==> src/inc/rtg_defines.svh <==
// Constants for the relay thermal guard: thresholds and reset values.
// Assumes temperatures arrive as unsigned whole degrees Celsius, 8 bits.
// How it works
// - Fan turns on at 45 C
// - Fan turns off below 40 C
// - Trip at 75 C opens all channels
// - Trip drives active-low warning output low
// - Warning returns high below 59 C
// - Trip never notifies host
// - Tripped: commands ignored until power cycle
// - At power-up, 59 C or hotter trips
// - Eight channels switch independently otherwise
`ifndef RTG_DEFINES_SVH
`define RTG_DEFINES_SVH

//------------------------------------------------------------
// Temperature thresholds, degrees Celsius
//------------------------------------------------------------
`define RTG_FAN_ON_C      8'h2D
`define RTG_FAN_OFF_C     8'h28
`define RTG_TRIP_C        8'h4B
`define RTG_WARN_CLEAR_C  8'h3B

//------------------------------------------------------------
// Reset values
//------------------------------------------------------------
`define RTG_CHAN_RESET    8'h00
`define RTG_ONE           1'b1
`define RTG_ZERO          1'b0

`endif

==> src/inc/rtg_pkg.sv <==
// Types shared by the thermal guard modules.
// Assumes the defines header is compiled alongside.
package rtg_pkg;
   //------------------------------------------------------------
   // Guard state machine
   //------------------------------------------------------------
   typedef enum logic [1:0] {
      RTG_POWERUP = 2'b00,   // First cycle after reset, checks temperature
      RTG_NORMAL  = 2'b01,   // Channel control follows host
      RTG_TRIPPED = 2'b10    // Locked out until power cycle
   } rtg_state_e;

   typedef logic [7:0] rtg_temp_t;
endpackage

==> src/inc/rtg_temp_if.sv <==
// Carries the hotter sensor reading between guard modules.
// Assumes one clock domain shared by all users.
`timescale 1ns/1ps
interface rtg_temp_if;
   rtg_pkg::rtg_temp_t temp;      // Hottest sensor reading
   logic               fan_on;    // Fan demand
   modport src  (output temp, input  fan_on);
   modport fan  (input  temp, output fan_on);
endinterface

==> src/rtg_fan_ctrl.sv <==
// Fan controller with hysteresis on the hottest reading.
// Assumes readings are synchronous to clk_in.
`timescale 1ns/1ps
`include "rtg_defines.svh"
module rtg_fan_ctrl (
   input  wire logic clk_in,   // Module clock
   input  wire logic rst_in,   // Synchronous reset, high
   input  wire logic ce_in,    // Clock enable
   rtg_temp_if.fan   tif       // Reading in, fan demand out
);
   logic fan;                  // Registered fan state

   //------------------------------------------------------------
   // Hysteresis
   //------------------------------------------------------------
   // Two thresholds stop the fan chattering around one value
   always_ff @(posedge clk_in) begin
      if (rst_in) begin
         fan <= `RTG_ZERO;
      end else if (ce_in) begin
         if (tif.temp >= `RTG_FAN_ON_C) begin
            fan <= `RTG_ONE;
         end else if (tif.temp < `RTG_FAN_OFF_C) begin
            fan <= `RTG_ZERO;
         end
      end
   end
   assign tif.fan_on = fan;

   a_fan_band_hold: assert property (@(posedge clk_in) disable iff (rst_in)
      ce_in && tif.temp < `RTG_FAN_ON_C && tif.temp >= `RTG_FAN_OFF_C |=> $stable(fan))
      else $error("fan changed inside hysteresis band");
   a_fan_turn_on: assert property (@(posedge clk_in) disable iff (rst_in)
      ce_in && tif.temp >= `RTG_FAN_ON_C |=> fan)
      else $error("fan not on at high threshold");
   a_fan_turn_off: assert property (@(posedge clk_in) disable iff (rst_in)
      ce_in && tif.temp < `RTG_FAN_OFF_C |=> !fan)
      else $error("fan not off below low threshold");
endmodule

==> src/rtg_guard.sv <==
// Top of the relay thermal guard: channel gating, trip, warning, fan.
// Assumes sensor readings and host commands are synchronous to clk_in,
// and that rst_in is asserted only by module power-on.
// Host commands that arrive during a lockout are dropped without any reply.
`timescale 1ns/1ps
`include "rtg_defines.svh"
module rtg_guard #(
   parameter int N_CHAN = 8                         // Relay channel count
) (
   input  wire logic              clk_in,          // Module clock, 200 MHz
   input  wire logic              rst_in,          // Power-on reset, sync, high
   input  wire logic              ce_in,           // Clock enable, freezes state
   input  wire logic [7:0]        temp_a_in,       // Sensor A, degrees C
   input  wire logic [7:0]        temp_b_in,       // Sensor B, degrees C
   input  wire logic [N_CHAN-1:0] chan_cmd_in,     // Host wanted channel states
   input  wire logic              chan_load_in,    // Host command strobe
   input  wire logic              mod_reset_in,    // Host module reset command
   output logic [N_CHAN-1:0]      relay_close_out, // Relay drive, 1 closes
   output logic                   warn_n_out,      // Warning, low when hot
   output logic                   fan_out,         // Fan drive
   output logic                   tripped_out      // Lockout active
);
   //------------------------------------------------------------
   // Declarations
   //------------------------------------------------------------
   rtg_pkg::rtg_state_e    state;      // Guard state
   rtg_pkg::rtg_state_e    next_state; // Next guard state
   rtg_pkg::rtg_temp_t     hot;        // Hotter of the two sensors
   logic [N_CHAN-1:0]      chan;       // Channel latch
   logic                   warn_n;     // Warning register
   rtg_temp_if             tif ();     // Link to fan controller
   logic                   trip_event; // Entering lockout this edge
   // All channels open, sized to the channel count rather than to eight
   localparam logic [N_CHAN-1:0] CHAN_OPEN = {N_CHAN{`RTG_ZERO}};

   // Worst case wins: either sensor may be nearer the hot relay
   assign hot = (temp_a_in > temp_b_in) ? temp_a_in : temp_b_in;
   assign tif.temp = hot;

   //------------------------------------------------------------
   // Decode helpers
   //------------------------------------------------------------
   // Host control is live only in the normal state; the latch, the
   // relay gate and the checks all ask the same question
   function automatic logic host_live(input rtg_pkg::rtg_state_e s);
      return (s == rtg_pkg::RTG_NORMAL);
   endfunction

   //------------------------------------------------------------
   // Fan controller
   //------------------------------------------------------------
   rtg_fan_ctrl u_fan (
      .clk_in (clk_in),
      .rst_in (rst_in),
      .ce_in  (ce_in),
      .tif    (tif)
   );
   assign fan_out = tif.fan_on;

   //------------------------------------------------------------
   // Guard state machine
   //------------------------------------------------------------
   // Next state from temperature; tripped never leaves
   always_comb begin
      next_state = state;
      case (state)
         rtg_pkg::RTG_POWERUP: begin
            if (hot >= `RTG_WARN_CLEAR_C) begin
               // Still hot from before the power cycle
               next_state = rtg_pkg::RTG_TRIPPED;
            end else begin
               // Cool enough: hand control back to the host
               next_state = rtg_pkg::RTG_NORMAL;
            end
         end
         rtg_pkg::RTG_NORMAL: begin
            if (hot >= `RTG_TRIP_C) begin
               // Hotter sensor at trip level
               next_state = rtg_pkg::RTG_TRIPPED;
            end
         end
         rtg_pkg::RTG_TRIPPED: next_state = rtg_pkg::RTG_TRIPPED;
         // Unused code fails safe: treat it as a trip
         default:              next_state = rtg_pkg::RTG_TRIPPED;
      endcase
   end

   // State register
   always_ff @(posedge clk_in) begin
      if (rst_in) begin
         state <= rtg_pkg::RTG_POWERUP;
      end else if (ce_in) begin
         state <= next_state;
      end
   end
   assign tripped_out = (state == rtg_pkg::RTG_TRIPPED);
   // Entry into lockout only; the warning set keys on this one edge
   assign trip_event = (next_state == rtg_pkg::RTG_TRIPPED) && (state != rtg_pkg::RTG_TRIPPED);

   //------------------------------------------------------------
   // Channel latch
   //------------------------------------------------------------
   // Host reset opens all; the host keeps its own copy and is never told
   always_ff @(posedge clk_in) begin
      if (rst_in) begin
         // Power-on: every relay starts open
         chan <= CHAN_OPEN;
      end else if (ce_in) begin
         if (next_state == rtg_pkg::RTG_TRIPPED || state == rtg_pkg::RTG_TRIPPED) begin
            chan <= CHAN_OPEN;
         // Host module reset opens every channel
         end else if (mod_reset_in) begin
            chan <= CHAN_OPEN;
         end else if (chan_load_in && host_live(state)) begin
            // One strobe may close or open any mix of channels
            chan <= chan_cmd_in;
         end
      end
   end

   always_comb begin
      // POWERUP and TRIPPED both hold every relay open
      for (int i = 0; i < N_CHAN; i++) begin
         relay_close_out[i] = chan[i] && host_live(state);
      end
   end

   //------------------------------------------------------------
   // Warning output
   //------------------------------------------------------------
   // Release is independent of the lockout: LED clears once cool
   always_ff @(posedge clk_in) begin
      if (rst_in) begin
         warn_n <= `RTG_ONE;
      end else if (ce_in) begin
         if (trip_event) begin
            // Set wins: a trip always pulls the line low
            warn_n <= `RTG_ZERO;
         end else if (hot < `RTG_WARN_CLEAR_C) begin
            warn_n <= `RTG_ONE;
         end
      end
   end
   assign warn_n_out = warn_n;

   //------------------------------------------------------------
   // Checks
   //------------------------------------------------------------
   // Every check stands down during power-on reset; that reset is
   // the power cycle, the only way out of a lockout

   a_trip_opens_all: assert property (@(posedge clk_in) disable iff (rst_in)
      ce_in && host_live(state) && hot >= `RTG_TRIP_C |=> relay_close_out == CHAN_OPEN)
      else $error("relays not opened on trip");

   a_relay_follows: assert property (@(posedge clk_in) disable iff (rst_in)
      host_live(state) |-> relay_close_out == chan)
      else $error("relay drive differs from channel latch");

   a_trip_warn_low: assert property (@(posedge clk_in) disable iff (rst_in)
      ce_in && host_live(state) && hot >= `RTG_TRIP_C |=> !warn_n_out)
      else $error("warning not low on trip");

   a_warn_quiet_normal: assert property (@(posedge clk_in) disable iff (rst_in)
      host_live(state) |-> warn_n_out)
      else $error("warning low without a trip");

   a_warn_release: assert property (@(posedge clk_in) disable iff (rst_in)
      ce_in && !warn_n_out && hot < `RTG_WARN_CLEAR_C && state != rtg_pkg::RTG_POWERUP
      |=> warn_n_out)
      else $error("warning not released when cool");

   a_warn_holds_hot: assert property (@(posedge clk_in) disable iff (rst_in)
      ce_in && !warn_n_out && hot >= `RTG_WARN_CLEAR_C |=> !warn_n_out)
      else $error("warning released while still hot");

   a_trip_local: assert property (@(posedge clk_in) disable iff (rst_in)
      ce_in && host_live(state) && hot < `RTG_TRIP_C |=> !tripped_out)
      else $error("lockout entered below trip level");

   a_lockout_holds: assert property (@(posedge clk_in) disable iff (rst_in)
      tripped_out |=> tripped_out && relay_close_out == CHAN_OPEN)
      else $error("lockout left without power cycle");

   a_cmds_ignored: assert property (@(posedge clk_in) disable iff (rst_in)
      ce_in && tripped_out && (chan_load_in || mod_reset_in) |=> chan == CHAN_OPEN)
      else $error("channel latch moved during lockout");

   a_powerup_retrip: assert property (@(posedge clk_in) disable iff (rst_in)
      ce_in && state == rtg_pkg::RTG_POWERUP && hot >= `RTG_WARN_CLEAR_C |=> tripped_out)
      else $error("no retrip at power-up when hot");

   a_powerup_release: assert property (@(posedge clk_in) disable iff (rst_in)
      ce_in && state == rtg_pkg::RTG_POWERUP && hot < `RTG_WARN_CLEAR_C |=> host_live(state))
      else $error("control not restored after cool power-up");

   a_chan_load: assert property (@(posedge clk_in) disable iff (rst_in)
      ce_in && host_live(state) && next_state == rtg_pkg::RTG_NORMAL
      && chan_load_in && !mod_reset_in |=> relay_close_out == $past(chan_cmd_in))
      else $error("channel command not applied");

   a_host_reset_opens: assert property (@(posedge clk_in) disable iff (rst_in)
      ce_in && mod_reset_in |=> chan == CHAN_OPEN)
      else $error("host reset left a channel closed");

   a_fan_trip_on: assert property (@(posedge clk_in) disable iff (rst_in)
      ce_in && hot >= `RTG_TRIP_C |=> fan_out)
      else $error("fan off while at trip level");
endmodule

==> config.mk <==
export PLATFORM = sky130hd
export DESIGN_NAME = rtg_guard
export DESIGN_NICKNAME = d
export VERILOG_FILES = /design/src/inc/rtg_pkg.sv /design/src/inc/rtg_temp_if.sv /design/src/rtg_fan_ctrl.sv /design/src/rtg_guard.sv
export VERILOG_INCLUDE_DIRS = /design/src /design/src/inc
export SDC_FILE = /design/constraint.sdc
export NUM_CORES = 1
export LEC_CHECK = 0
export CAP_MARGIN = 20
export CORE_MARGIN = 2
export CORE_UTILIZATION = 55
export DETAILED_ROUTE_END_ITERATION = 16
export DONT_BUFFER_PORTS = 1
export MAX_ROUTING_LAYER = met4
export PLACE_DENSITY_LB_ADDON = 0.15
export SETUP_SLACK_MARGIN = 0.05
export SLEW_MARGIN = 20
export SYNTH_ARGS = -nofsm -noshare
export SYNTH_HDL_FRONTEND = slang
export SYNTH_SLANG_ARGS = --single-unit
==> constraint.sdc <==
create_clock -name clk_in -period 3.5 [get_ports clk_in]
set_input_delay 0.175 -clock clk_in [delete_from_list [all_inputs] [get_ports clk_in]]
set_output_delay 0.175 -clock clk_in [all_outputs]
set_load 0.02 [all_outputs]
==> flow_metrics.py, run 1 <==
metrics = {
    "job": {
        "drv_cap": 0,
    },
    "clock_tree": {
        "cts.sinks": 12,
        "max-clock-path-buffers": 2,
        "clkTransAtPathRegs_ns": 0.07,
        "cts-htree-levels": 1,
        "cts_setup_buffers": 0,
        "cts_tree": "yes",
        "cts_made_buffers": 3,
        "clock_latency_ns": 0.27,
        "root_buffer": "clkbuf_4",
    },
    "power_and_ir_drop": {
        "p_per_area_mw_per_mm2": 332,
        "p_sw_uw": 91.5,
        "p_leak_uw": 0.000425,
        "pwr-share-seq_pct": 45.3,
        "p_int_uw": 238,
        "power.total_uw": 330,
        "clockPowerShare_pct": 32.9,
        "pwr-share-comb_pct": 21.8,
        "ir_drop_v": 0.000296,
        "switching_share_pct": 27.7,
    },
    "global_route": {
        "grt_pass1_vias": 833,
        "track_usage_pct": 23.9,
        "grt_max_degree": 12,
        "antenna_found_initial": 0,
        "grt_pass1_wl_um": 3480,
        "overflow": 0,
    },
    "floorplan": {
        "core_mm2": 0.00154,
        "initial_utilization_pct": 59.5,
        "ioPinCount": 40,
        "die_area_mm2": 0.00201,
        "rows": 14,
        "dieHeight_um": 44.8,
        "dieWidth_um": 44.8,
    },
    "sta": {
        "fin_skew_ns": 0.00312,
        "timing.slew.headroom_pct": 61.2,
        "finalSetupViolCount": 0,
        "fin_crit_sh_pct": 68.5,
        "rsz0062_at_grt": "false",
        "tightestPinTransition_ns": 0.565,
        "drv_slew": 0,
        "timing.final.crit_period_ns": 2.40,
        "finalHoldViolations": 0,
        "finalSetupTns_ns": 0,
        "max_freq_mhz": 417,
    },
    "hold_path": {
        "worst_hold_path.endpoint": "chan[1]",
        "hold_start": "chan_cmd_in[1]",
        "hold_class": "in2reg",
        "worstHoldPathCells": 1,
    },
    "drt": {
        "routed_via_density": 6.47,
        "vias": 815,
        "firstDrtPassIters": 4,
        "final_antenna_net_count": 0,
        "route.detailed.drc": 0,
        "first_iter_violations": 14,
        "drt-total-wl_um": 2070,
        "wl_per_cell_um": 16.4,
    },
    "cells_and_area": {
        "area_growth_pct": 8.19,
        "fin_cells": 126,
        "postLayoutCoreUtil_pct": 64.4,
        "nets": 148,
        "drive_above_1_share_pct": 10.0,
        "antenna-diode-count": 0,
    },
    "critical_path": {
        "cp_cell_sequence": "inv_1, ha_1, a211oi_2, nor2_1, o31ai_4, mux2i_1, a211oi_1, dlygate4sd3_1",
        "arrival_ns": 2.56,
        "critical_path.max_stage_delay_ns": 0.58,
        "worstPathRequired_ns": 3.66,
        "timing.rr.end": "state[0]",
        "cp-end-kind": "register",
        "rr_startpoint": "state[0]",
        "worstPathMaxFanout": 7,
        "reg2reg_depth": 5,
        "path_class": "in2reg",
        "start_kind": "primary input",
        "cp_slowest_cell": "dlygate4sd3_1",
        "reg2reg_slack_ns": 1.51,
    },
    "placed_design": {
        "io_buffers": 0,
        "dp_hpwl_um": 1660,
        "gp_congestion": 0.834,
        "dp_cells": 119,
    },
    "synth": {
        "syn_area_um2": 917,
        "yosysWarnings": 0,
        "synthTopCellsByArea": "dfxtp_1 26%, ha_1 11%, a22o_1 7.6%, and2_1 5.5%, mux2i_1 5.5%",
        "synth_top_area_share_pct": 26.2,
        "synth_fp_nets": 143,
        "seq_area_frac_synth_pct": 26.2,
        "syn_avg_cell_area_um2": 8.65,
        "synth_cell_types": 31,
        "syn_inst": 106,
        "yosys.area.top_type": "dfxtp_1",
        "yosys_register_bits": 12,
    },
    "outcome": {
        "status": "finished, final reports clean",
    },
}
==> cell type report <==
cell class                      instances  area (um^2)
Multi-Input combinational cell         82          632
Inverter                                9         33.8
Clock buffer                            4         36.3
Tap cell                               16         20.0
Timing Repair Buffer                    3         30.0
Sequential cell                        12          240
Fill cell                             145          549
==> repair_timing <==
item / in CTS / in global routing
hold buffers: 3 / 0
gates resized for setup: 0 / 0
hold endpoints to repair: 4 / 0
==> logic make-up after synthesis <==
group,after synthesis,synth area share [%]
simple gates,33,20.3
fa+ha+maj,8,10.9
compound gates,35,31.0
flops,12,26.2
buf+inv,12,4.91
mux,6,6.68
==> layer usage <==
metal,part of all wire [%],track usage [%],vias up
li1,-,-,404
met1,46,30.5,376
met2,46,38.3,31
met3,7.0,7.20,4
met4,0.82,3.53,0
met5,0,-,-
==> state kept, by name, summed over array words and instances, names as in the netlist <==
name,flops
chan,8
state,2
u_fan.tif.fan_on,1
warn_n_out,1
==> worst max-delay path by stage <==
stage | from | end
after global routing | temp_b_in[6] | state[0]
after floorplan | temp_b_in[5] | chan[0]
after detailed placement | temp_b_in[5] | chan[3]
after CTS | temp_b_in[5] | state[0]
after global placement | temp_b_in[5] | chan[6]
final | temp_b_in[5] | state[0]
==> power groups by stage <==
stage	Sequential (uW)	Combinational [uW]	Clock, uW
floorplan	151	61.2	0
global placement	153	65.7	0
detailed placement	153	68.4	0
CTS	149	72.1	111
global route	150	81.9	117
finish	149	72.0	108
==> critical path: cells and delay by family <==
kind	cells	cell delay (ns)
compound gates	3	0.79
buf+inv	2	0.62
mux	1	0.57
fa+ha+maj	1	0.30
simple gates	1	0.09
==> cells in the mapped netlist, drive strengths merged <==
master,n
a211o,3
a211oi,5
a21oi,4
a22o,8
a31oi,1
and2,8
buf,1
clkbuf,2
dfxtp,12
ha,8
inv,9
mux2,1
mux2i,5
nand2,4
nand2b,1
nand3,3
nand4,2
nor2,7
nor2b,3
nor3,3
nor4,1
o2111ai,1
o211ai,4
o21a,1
o21ai,5
o22ai,1
o311ai,1
o31ai,1
or2,1
==> cell usage in the layout (no fill, tap or decap), types with 2 or more instances in the layout <==
master / count
dfxtp_1: 12
mux2i_1: 5
clkbuf_4: 3
a211oi_1: 4
and2_1: 8
nor2b_1: 3
nand4_1: 2
a22o_1: 8
o211ai_1: 3
a21oi_1: 4
nand2_1: 4
nor2_1: 7
a211o_1: 3
nor3_1: 3
dlygate4sd3_1: 3
nand3_1: 3
ha_1: 8
o21ai_0: 5
inv_1: 9
==> through the flow <==
| stage | hold WS [ns] | area, um^2 | setup slack [ns] |
|---|---|---|---|
| finish | 0.0287 | 992 | 1.10 |
| global placement | 0.250 | 926 | 1.04 |
| CTS | 0.0215 | 992 | 1.12 |
| floorplan | 0.301 | 917 | 1.24 |
| detailed placement | 0.251 | 926 | 0.962 |
| global route | 0.0241 | 992 | 0.927 |
Power figures use the tool's default switching activity.
==> inputs of run 2 (changes only) <==
==> constraint.sdc (replaced) <==
create_clock -name clk_in -period 2.2 [get_ports clk_in]
set_input_delay 0.11 -clock clk_in [delete_from_list [all_inputs] [get_ports clk_in]]
set_output_delay 0.11 -clock clk_in [all_outputs]
set_load 0.02 [all_outputs]
==> run 2 against run 1 <==
  * Power increased by 66%
  * Setup slack worse by 0.87 ns
  * Global-route usage up 1.0 points
  * Clock-buffer cell count unchanged
  * Critical path depth did not move
  * Via count up 3.2%
  * Sequential share of layout area decreased by 2.2 points
  * Die area unchanged
  * Clock power increased by 63%
  * Critical endpoint unchanged
==> flow_metrics.py, run 2 (synthesis results as in run 1) <==
metrics = {
    "outcome": {
        "status": "finished, final reports clean",
    },
    "cells_and_area": {
        "reg_top3": "chan x8, state x2",
        "antenna-diode-count": 0,
        "regMostFlops": "chan",
        "final_cell_mix": "12 x dfxtp_1, 11 x dlygate4sd3_1, 9 x inv_1",
        "nets": 158,
        "largest_reg_flops": 8,
        "fin_cells": 136,
        "mostFrequentLayoutCell": "dfxtp_1",
        "drive_above_1_share_pct": 11.7,
        "area_growth_pct": 19.0,
    },
    "floorplan": {
        "dieHeight_um": 44.8,
        "rows": 14,
        "die_area_mm2": 0.00201,
        "core_mm2": 0.00154,
        "ioPinCount": 40,
        "dieWidth_um": 44.8,
        "initial_utilization_pct": 59.5,
    },
    "global_route": {
        "antenna_found_initial": 0,
        "grt_max_degree": 10,
        "grt_pass1_wl_um": 3550,
        "grt_pass1_vias": 797,
        "track_usage_pct": 24.9,
        "overflow": 0,
    },
    "drt": {
        "route.detailed.drc": 0,
        "vias": 841,
        "routed_via_density": 6.18,
        "final_antenna_net_count": 0,
        "wl_per_cell_um": 16.4,
        "first_iter_violations": 14,
        "drt-total-wl_um": 2230,
        "firstDrtPassIters": 4,
    },
    "placed_design": {
        "gp_congestion": 0.844,
        "dp_hpwl_um": 1610,
        "dp_cells": 121,
        "io_buffers": 0,
    },
    "job": {
        "drv_cap": 0,
    },
    "sta": {
        "drv_slew": 0,
        "max_freq_mhz": 509,
        "fin_skew_ns": 0.0124,
        "timing.slew.headroom_pct": 67.6,
        "finalSetupViolCount": 0,
        "finalSetupTns_ns": 0,
        "fin_crit_sh_pct": 89.3,
        "tightestPinTransition_ns": 0.485,
        "rsz0062_at_grt": "false",
        "finalHoldViolations": 0,
        "timing.final.crit_period_ns": 1.97,
    },
    "clock_tree": {
        "cts_setup_buffers": 0,
        "max-clock-path-buffers": 2,
        "cts-hold-fix-buffers": 11,
        "clock_latency_ns": 0.28,
        "root_buffer": "clkbuf_4",
        "cts_tree": "yes",
        "cts_made_buffers": 3,
        "cts-htree-levels": 1,
        "cts_resized": 0,
        "cts.sinks": 12,
        "clkTransAtPathRegs_ns": 0.08,
    },
    "critical_path": {
        "worstPathRequired_ns": 2.37,
        "arrival_ns": 2.14,
        "path_class": "in2reg",
        "cp-end-kind": "register",
        "start_kind": "primary input",
        "worstPathMaxFanout": 5,
    },
    "power_and_ir_drop": {
        "p_per_area_mw_per_mm2": 502,
        "ir_drop_v": 0.000411,
        "p_leak_uw": 0.000465,
    },
    "hold_path": {
        "hold_class": "in2reg",
    },
}
==> run 2: final timing paths <==
path	startpoint	to	slack [ns]	cells past startpoint
worst max-delay path	temp_b_in[5]	state[0]	0.23	8
worst max register to register	state[0]	state[0]	0.28	5
worst min-delay path	rst_in	warn_n_out	0.01	2
worst min register to register	chan[4]	chan[4]	0.48	1
==> run 2: power breakdown <==
part,switching [uW],internal (uW)
combinational,65.7,68.7
clock,75.6,101
sequential,12.3,225
total,154,394
==> run 2: routing by layer <==
layer / up-vias / track usage (%) / share of wire (%)
met3: 2 / 8.40 / 8.3
li1: 425 / - / -
met5: - / - / 0
met1: 383 / 33.4 / 44
met4: 0 / 4.12 / 0.54
met2: 31 / 37.1 / 47
==> run 2: final cells by class <==
class,instances,area (um^2)
clock buffers,4,36.3
fillers,140,450
inverters,9,33.8
multi-input cells,82,636
flip-flops and latches,12,240
well taps,16,20.0
repair buffers,13,125
==> run 2: worst max-delay path, stage by stage <==
cell and delay [ns]:
inv_1 0.05, ha_1 0.30, a211oi_2 0.21, nor2_1 0.10, o31ai_4 0.26, mux2i_2 0.42, a211oi_1 0.12, dlygate4sd3_1 0.56
==> run 2: through the flow <==
stage	hold slack, ns	power, uW	worst slack [ns]	utilization [%]	cell area [um^2]
final	0.0111	548	0.235	70.8	1090
after global routing	0.0124	579	0.0745	70.8	1090
after CTS	0.0110	548	0.219	70.8	1090
after detailed placement	0.186	358	0.0818	61.3	945
after global placement	0.188	355	0.131	61.3	945
after floorplan	0.236	340	0.103	-	921
==> inputs of run 3 (changes only) <==
--- a/config.mk
+++ b/config.mk
@@ -6,6 +6,7 @@
 export SDC_FILE = /design/constraint.sdc
 export NUM_CORES = 1
 export LEC_CHECK = 0
+export ABC_AREA = 1
 export CAP_MARGIN = 20
 export CORE_MARGIN = 2
 export CORE_UTILIZATION = 55
==> run 3 against run 2 <==
  * Design area rose by 18%
  * Clock skew down 0.0095 ns
  * Core utilization decreased by 5.7 points
  * Die area rose by 24%
  * Global-route usage is 2.2 points lower
  * Area after synthesis grew 26%
  * Sequential share of layout area shrank 3.4 points
  * Wire length up 18%
==> flow_metrics.py, run 3 <==
metrics = {
    "floorplan": {
        "die_area_mm2": 0.00249,
        "dieWidth_um": 49.9,
        "ioPinCount": 40,
        "core_mm2": 0.00198,
        "dieHeight_um": 49.9,
        "initial_utilization_pct": 58.4,
        "rows": 16,
    },
    "clock_tree": {
        "clock_latency_ns": 0.28,
        "cts_made_buffers": 3,
        "max-clock-path-buffers": 2,
        "cts_tree": "yes",
        "root_buffer": "clkbuf_4",
        "cts.sinks": 12,
        "clkTransAtPathRegs_ns": 0.08,
        "cts-htree-levels": 1,
    },
    "cells_and_area": {
        "final_cell_mix": "56 x nand2_1, 33 x nor2_1, 29 x inv_1",
        "nets": 246,
        "mostFrequentLayoutCell": "nand2_1",
        "reg_top3": "chan x8, state x2",
        "fin_cells": 235,
        "regMostFlops": "chan",
        "drive_above_1_share_pct": 11.5,
        "antenna-diode-count": 0,
        "area_growth_pct": 11.5,
        "largest_reg_flops": 8,
        "postLayoutCoreUtil_pct": 65.1,
    },
    "global_route": {
        "antenna_found_initial": 0,
        "overflow": 0,
        "grt_max_degree": 13,
        "grt_pass1_vias": 1051,
        "grt_pass1_wl_um": 4330,
        "track_usage_pct": 22.7,
    },
    "sta": {
        "drv_slew": 0,
        "finalHoldViolations": 0,
        "rsz0062_at_grt": "false",
        "timing.final.crit_period_ns": 1.94,
        "timing.slew.headroom_pct": 68.7,
        "whs_ns": 0.00349,
        "fin_crit_sh_pct": 88.3,
        "layout_setup_ws_ns": 0.258,
        "finalSetupViolCount": 0,
        "tightestPinTransition_ns": 0.468,
        "fin_skew_ns": 0.00293,
        "max_freq_mhz": 515,
    },
    "synth": {
        "syn_inst": 201,
        "synth_cell_types": 23,
        "seq_area_frac_synth_pct": 20.8,
        "yosys_register_bits": 12,
        "yosysWarnings": 0,
        "syn_area_mm2": 0.00116,
        "synthTopCellsByArea": "dfxtp_1 21%, nand2_1 19%, nor2_1 11%, inv_1 9.4%, ha_1 8.6%",
        "syn_avg_cell_area_um2": 5.76,
        "synth_edf_count": 0,
        "synth-async-reset-ratio_pct": 0,
        "synth.top_cells.by_count": "58 x nand2_1, 33 x nor2_1, 29 x inv_1",
        "synth_most_common_cell": "nand2_1",
        "yosys.area.top_type": "dfxtp_1",
        "ys.flop_type": "dfxtp_1",
        "synth_fp_nets": 238,
        "synth_top_area_share_pct": 20.8,
    },
    "hold_path": {
        "hold_class": "in2reg",
        "hold_start": "ce_in",
    },
    "drt": {
        "wl_per_cell_um": 11.2,
        "drt-total-wl_um": 2640,
        "routed_via_density": 5.23,
        "final_antenna_net_count": 0,
        "first_iter_violations": 27,
        "route.detailed.drc": 0,
        "vias": 1229,
        "firstDrtPassIters": 4,
    },
    "critical_path": {
        "cp-end-kind": "register",
        "setup.worst_path.start": "temp_b_in[7]",
        "crit_family": "simple AND/OR/NAND/NOR gates",
        "arrival_ns": 2.12,
        "worstPathRequired_ns": 2.38,
        "cp_slowest_cell": "ha_1",
        "critical_path.max_stage_delay_ns": 0.29,
        "path_class": "in2reg",
        "rr_startpoint": "state[0]",
        "start_kind": "primary input",
        "worstPathMaxFanout": 10,
        "crit_buf_inv": 4,
        "cp_cell_sequence": "inv_1, ha_1, nand2_1, nor2_2, nand2_1, nand2_2, buf_6, nand3b_1, nand2_2, nand3_1, inv_1, nand3_2, nand2_4, nand3_2, buf_6, a21oi_1, nor2_1",
    },
    "placed_design": {
        "dp_slack_ns": -0.0208,
        "dp_cells": 226,
        "dp_hpwl_um": 1980,
        "io_buffers": 0,
        "gp_congestion": 0.854,
    },
    "job": {
        "drv_cap": 0,
    },
    "power_and_ir_drop": {
        "clockPowerShare_pct": 26.4,
        "pwr-share-comb_pct": 36.6,
        "switching_share_pct": 36.4,
        "p_leak_uw": 0.000684,
        "ir_drop_v": 0.000506,
        "p_sw_uw": 248,
        "p_int_uw": 433,
        "p_per_area_mw_per_mm2": 528,
        "pwr-share-seq_pct": 36.9,
        "power.total_uw": 681,
    },
    "outcome": {
        "status": "finished, final reports clean",
    },
}
[run 3: changes by cell type after synthesis, sizes merged, moves of 8 or more]
cell / change
inv: +21
a22o: -8
nand3: +19
and2: -8
nand2: +59
nor2: +27
[run 3: cell families (layout without fill, tap and decap cells)]
family,count (synthesis),count (layout),synth area share [%]
AOI/OAI and AO/OA,18,18,8.22
adders and majority gates,8,8,8.65
buffers and inverters,36,43,13.5
DFF,12,12,20.8
and+or+nand+nor,127,127,48.9
[run 3: layout make-up]
class	instances	area (um^2)
tap	27	33.8
inverter	30	113
multi-input combinational	153	787
sequential	12	240
clock buffer	4	36.3
fill	198	692
timing repair buffer	9	80.1
[run 3: worst reg2reg max path, delay by kind of cell (launching register included)]
kind                   cells  cell delay (ns)
AO/OA/AOI/OAI              2             0.32
flip-flops                 1             0.39
buffers and inverters      1             0.16
AND/OR/NAND/NOR            5             0.58
[run 3: timing repair]
item | in CTS | in global routing
gates resized for setup | 0 | 7
endpoints found under the hold margin | 5 | 1
setup endpoints to repair | 0 | 8
buffers inserted | 0 | 1
hold buffers | 2 | 1
[run 3: path summary, 6_finish.rpt]
check | cells after the start | slack, ns | end
min | 2 | 0.003 | chan[6]
max | 17 | 0.26 | chan[6]
max reg2reg | 8 | 0.65 | chan[6]
min reg2reg | 2 | 0.49 | chan[5]
[run 3: through the flow]
step                      area [um^2]  setup TNS, ns
after CTS                        1230              0
final                            1290              0
after global placement           1180              0
after global routing             1290              0
after floorplan                  1160              0
after detailed placement         1180        -0.0562
[run 3: power groups by stage]
stage | logic (uW) | clock network [uW] | registers, uW
after floorplan | 196 | 0 | 253
after global routing | 285 | 194 | 254
after global placement | 219 | 0 | 256
after CTS | 231 | 182 | 251
after detailed placement | 226 | 0 | 256
final | 249 | 180 | 251
[run 3: routing by layer]
metal	vias to the layer above	part of all wire, %	GRT usage, %	wire length (um)
li1	646	-	-	-
met1	527	48	29.9	1260
met2	52	42	34.7	1120
met3	4	9.0	6.97	239
met4	0	0.76	4.17	20
met5	-	0	-	0
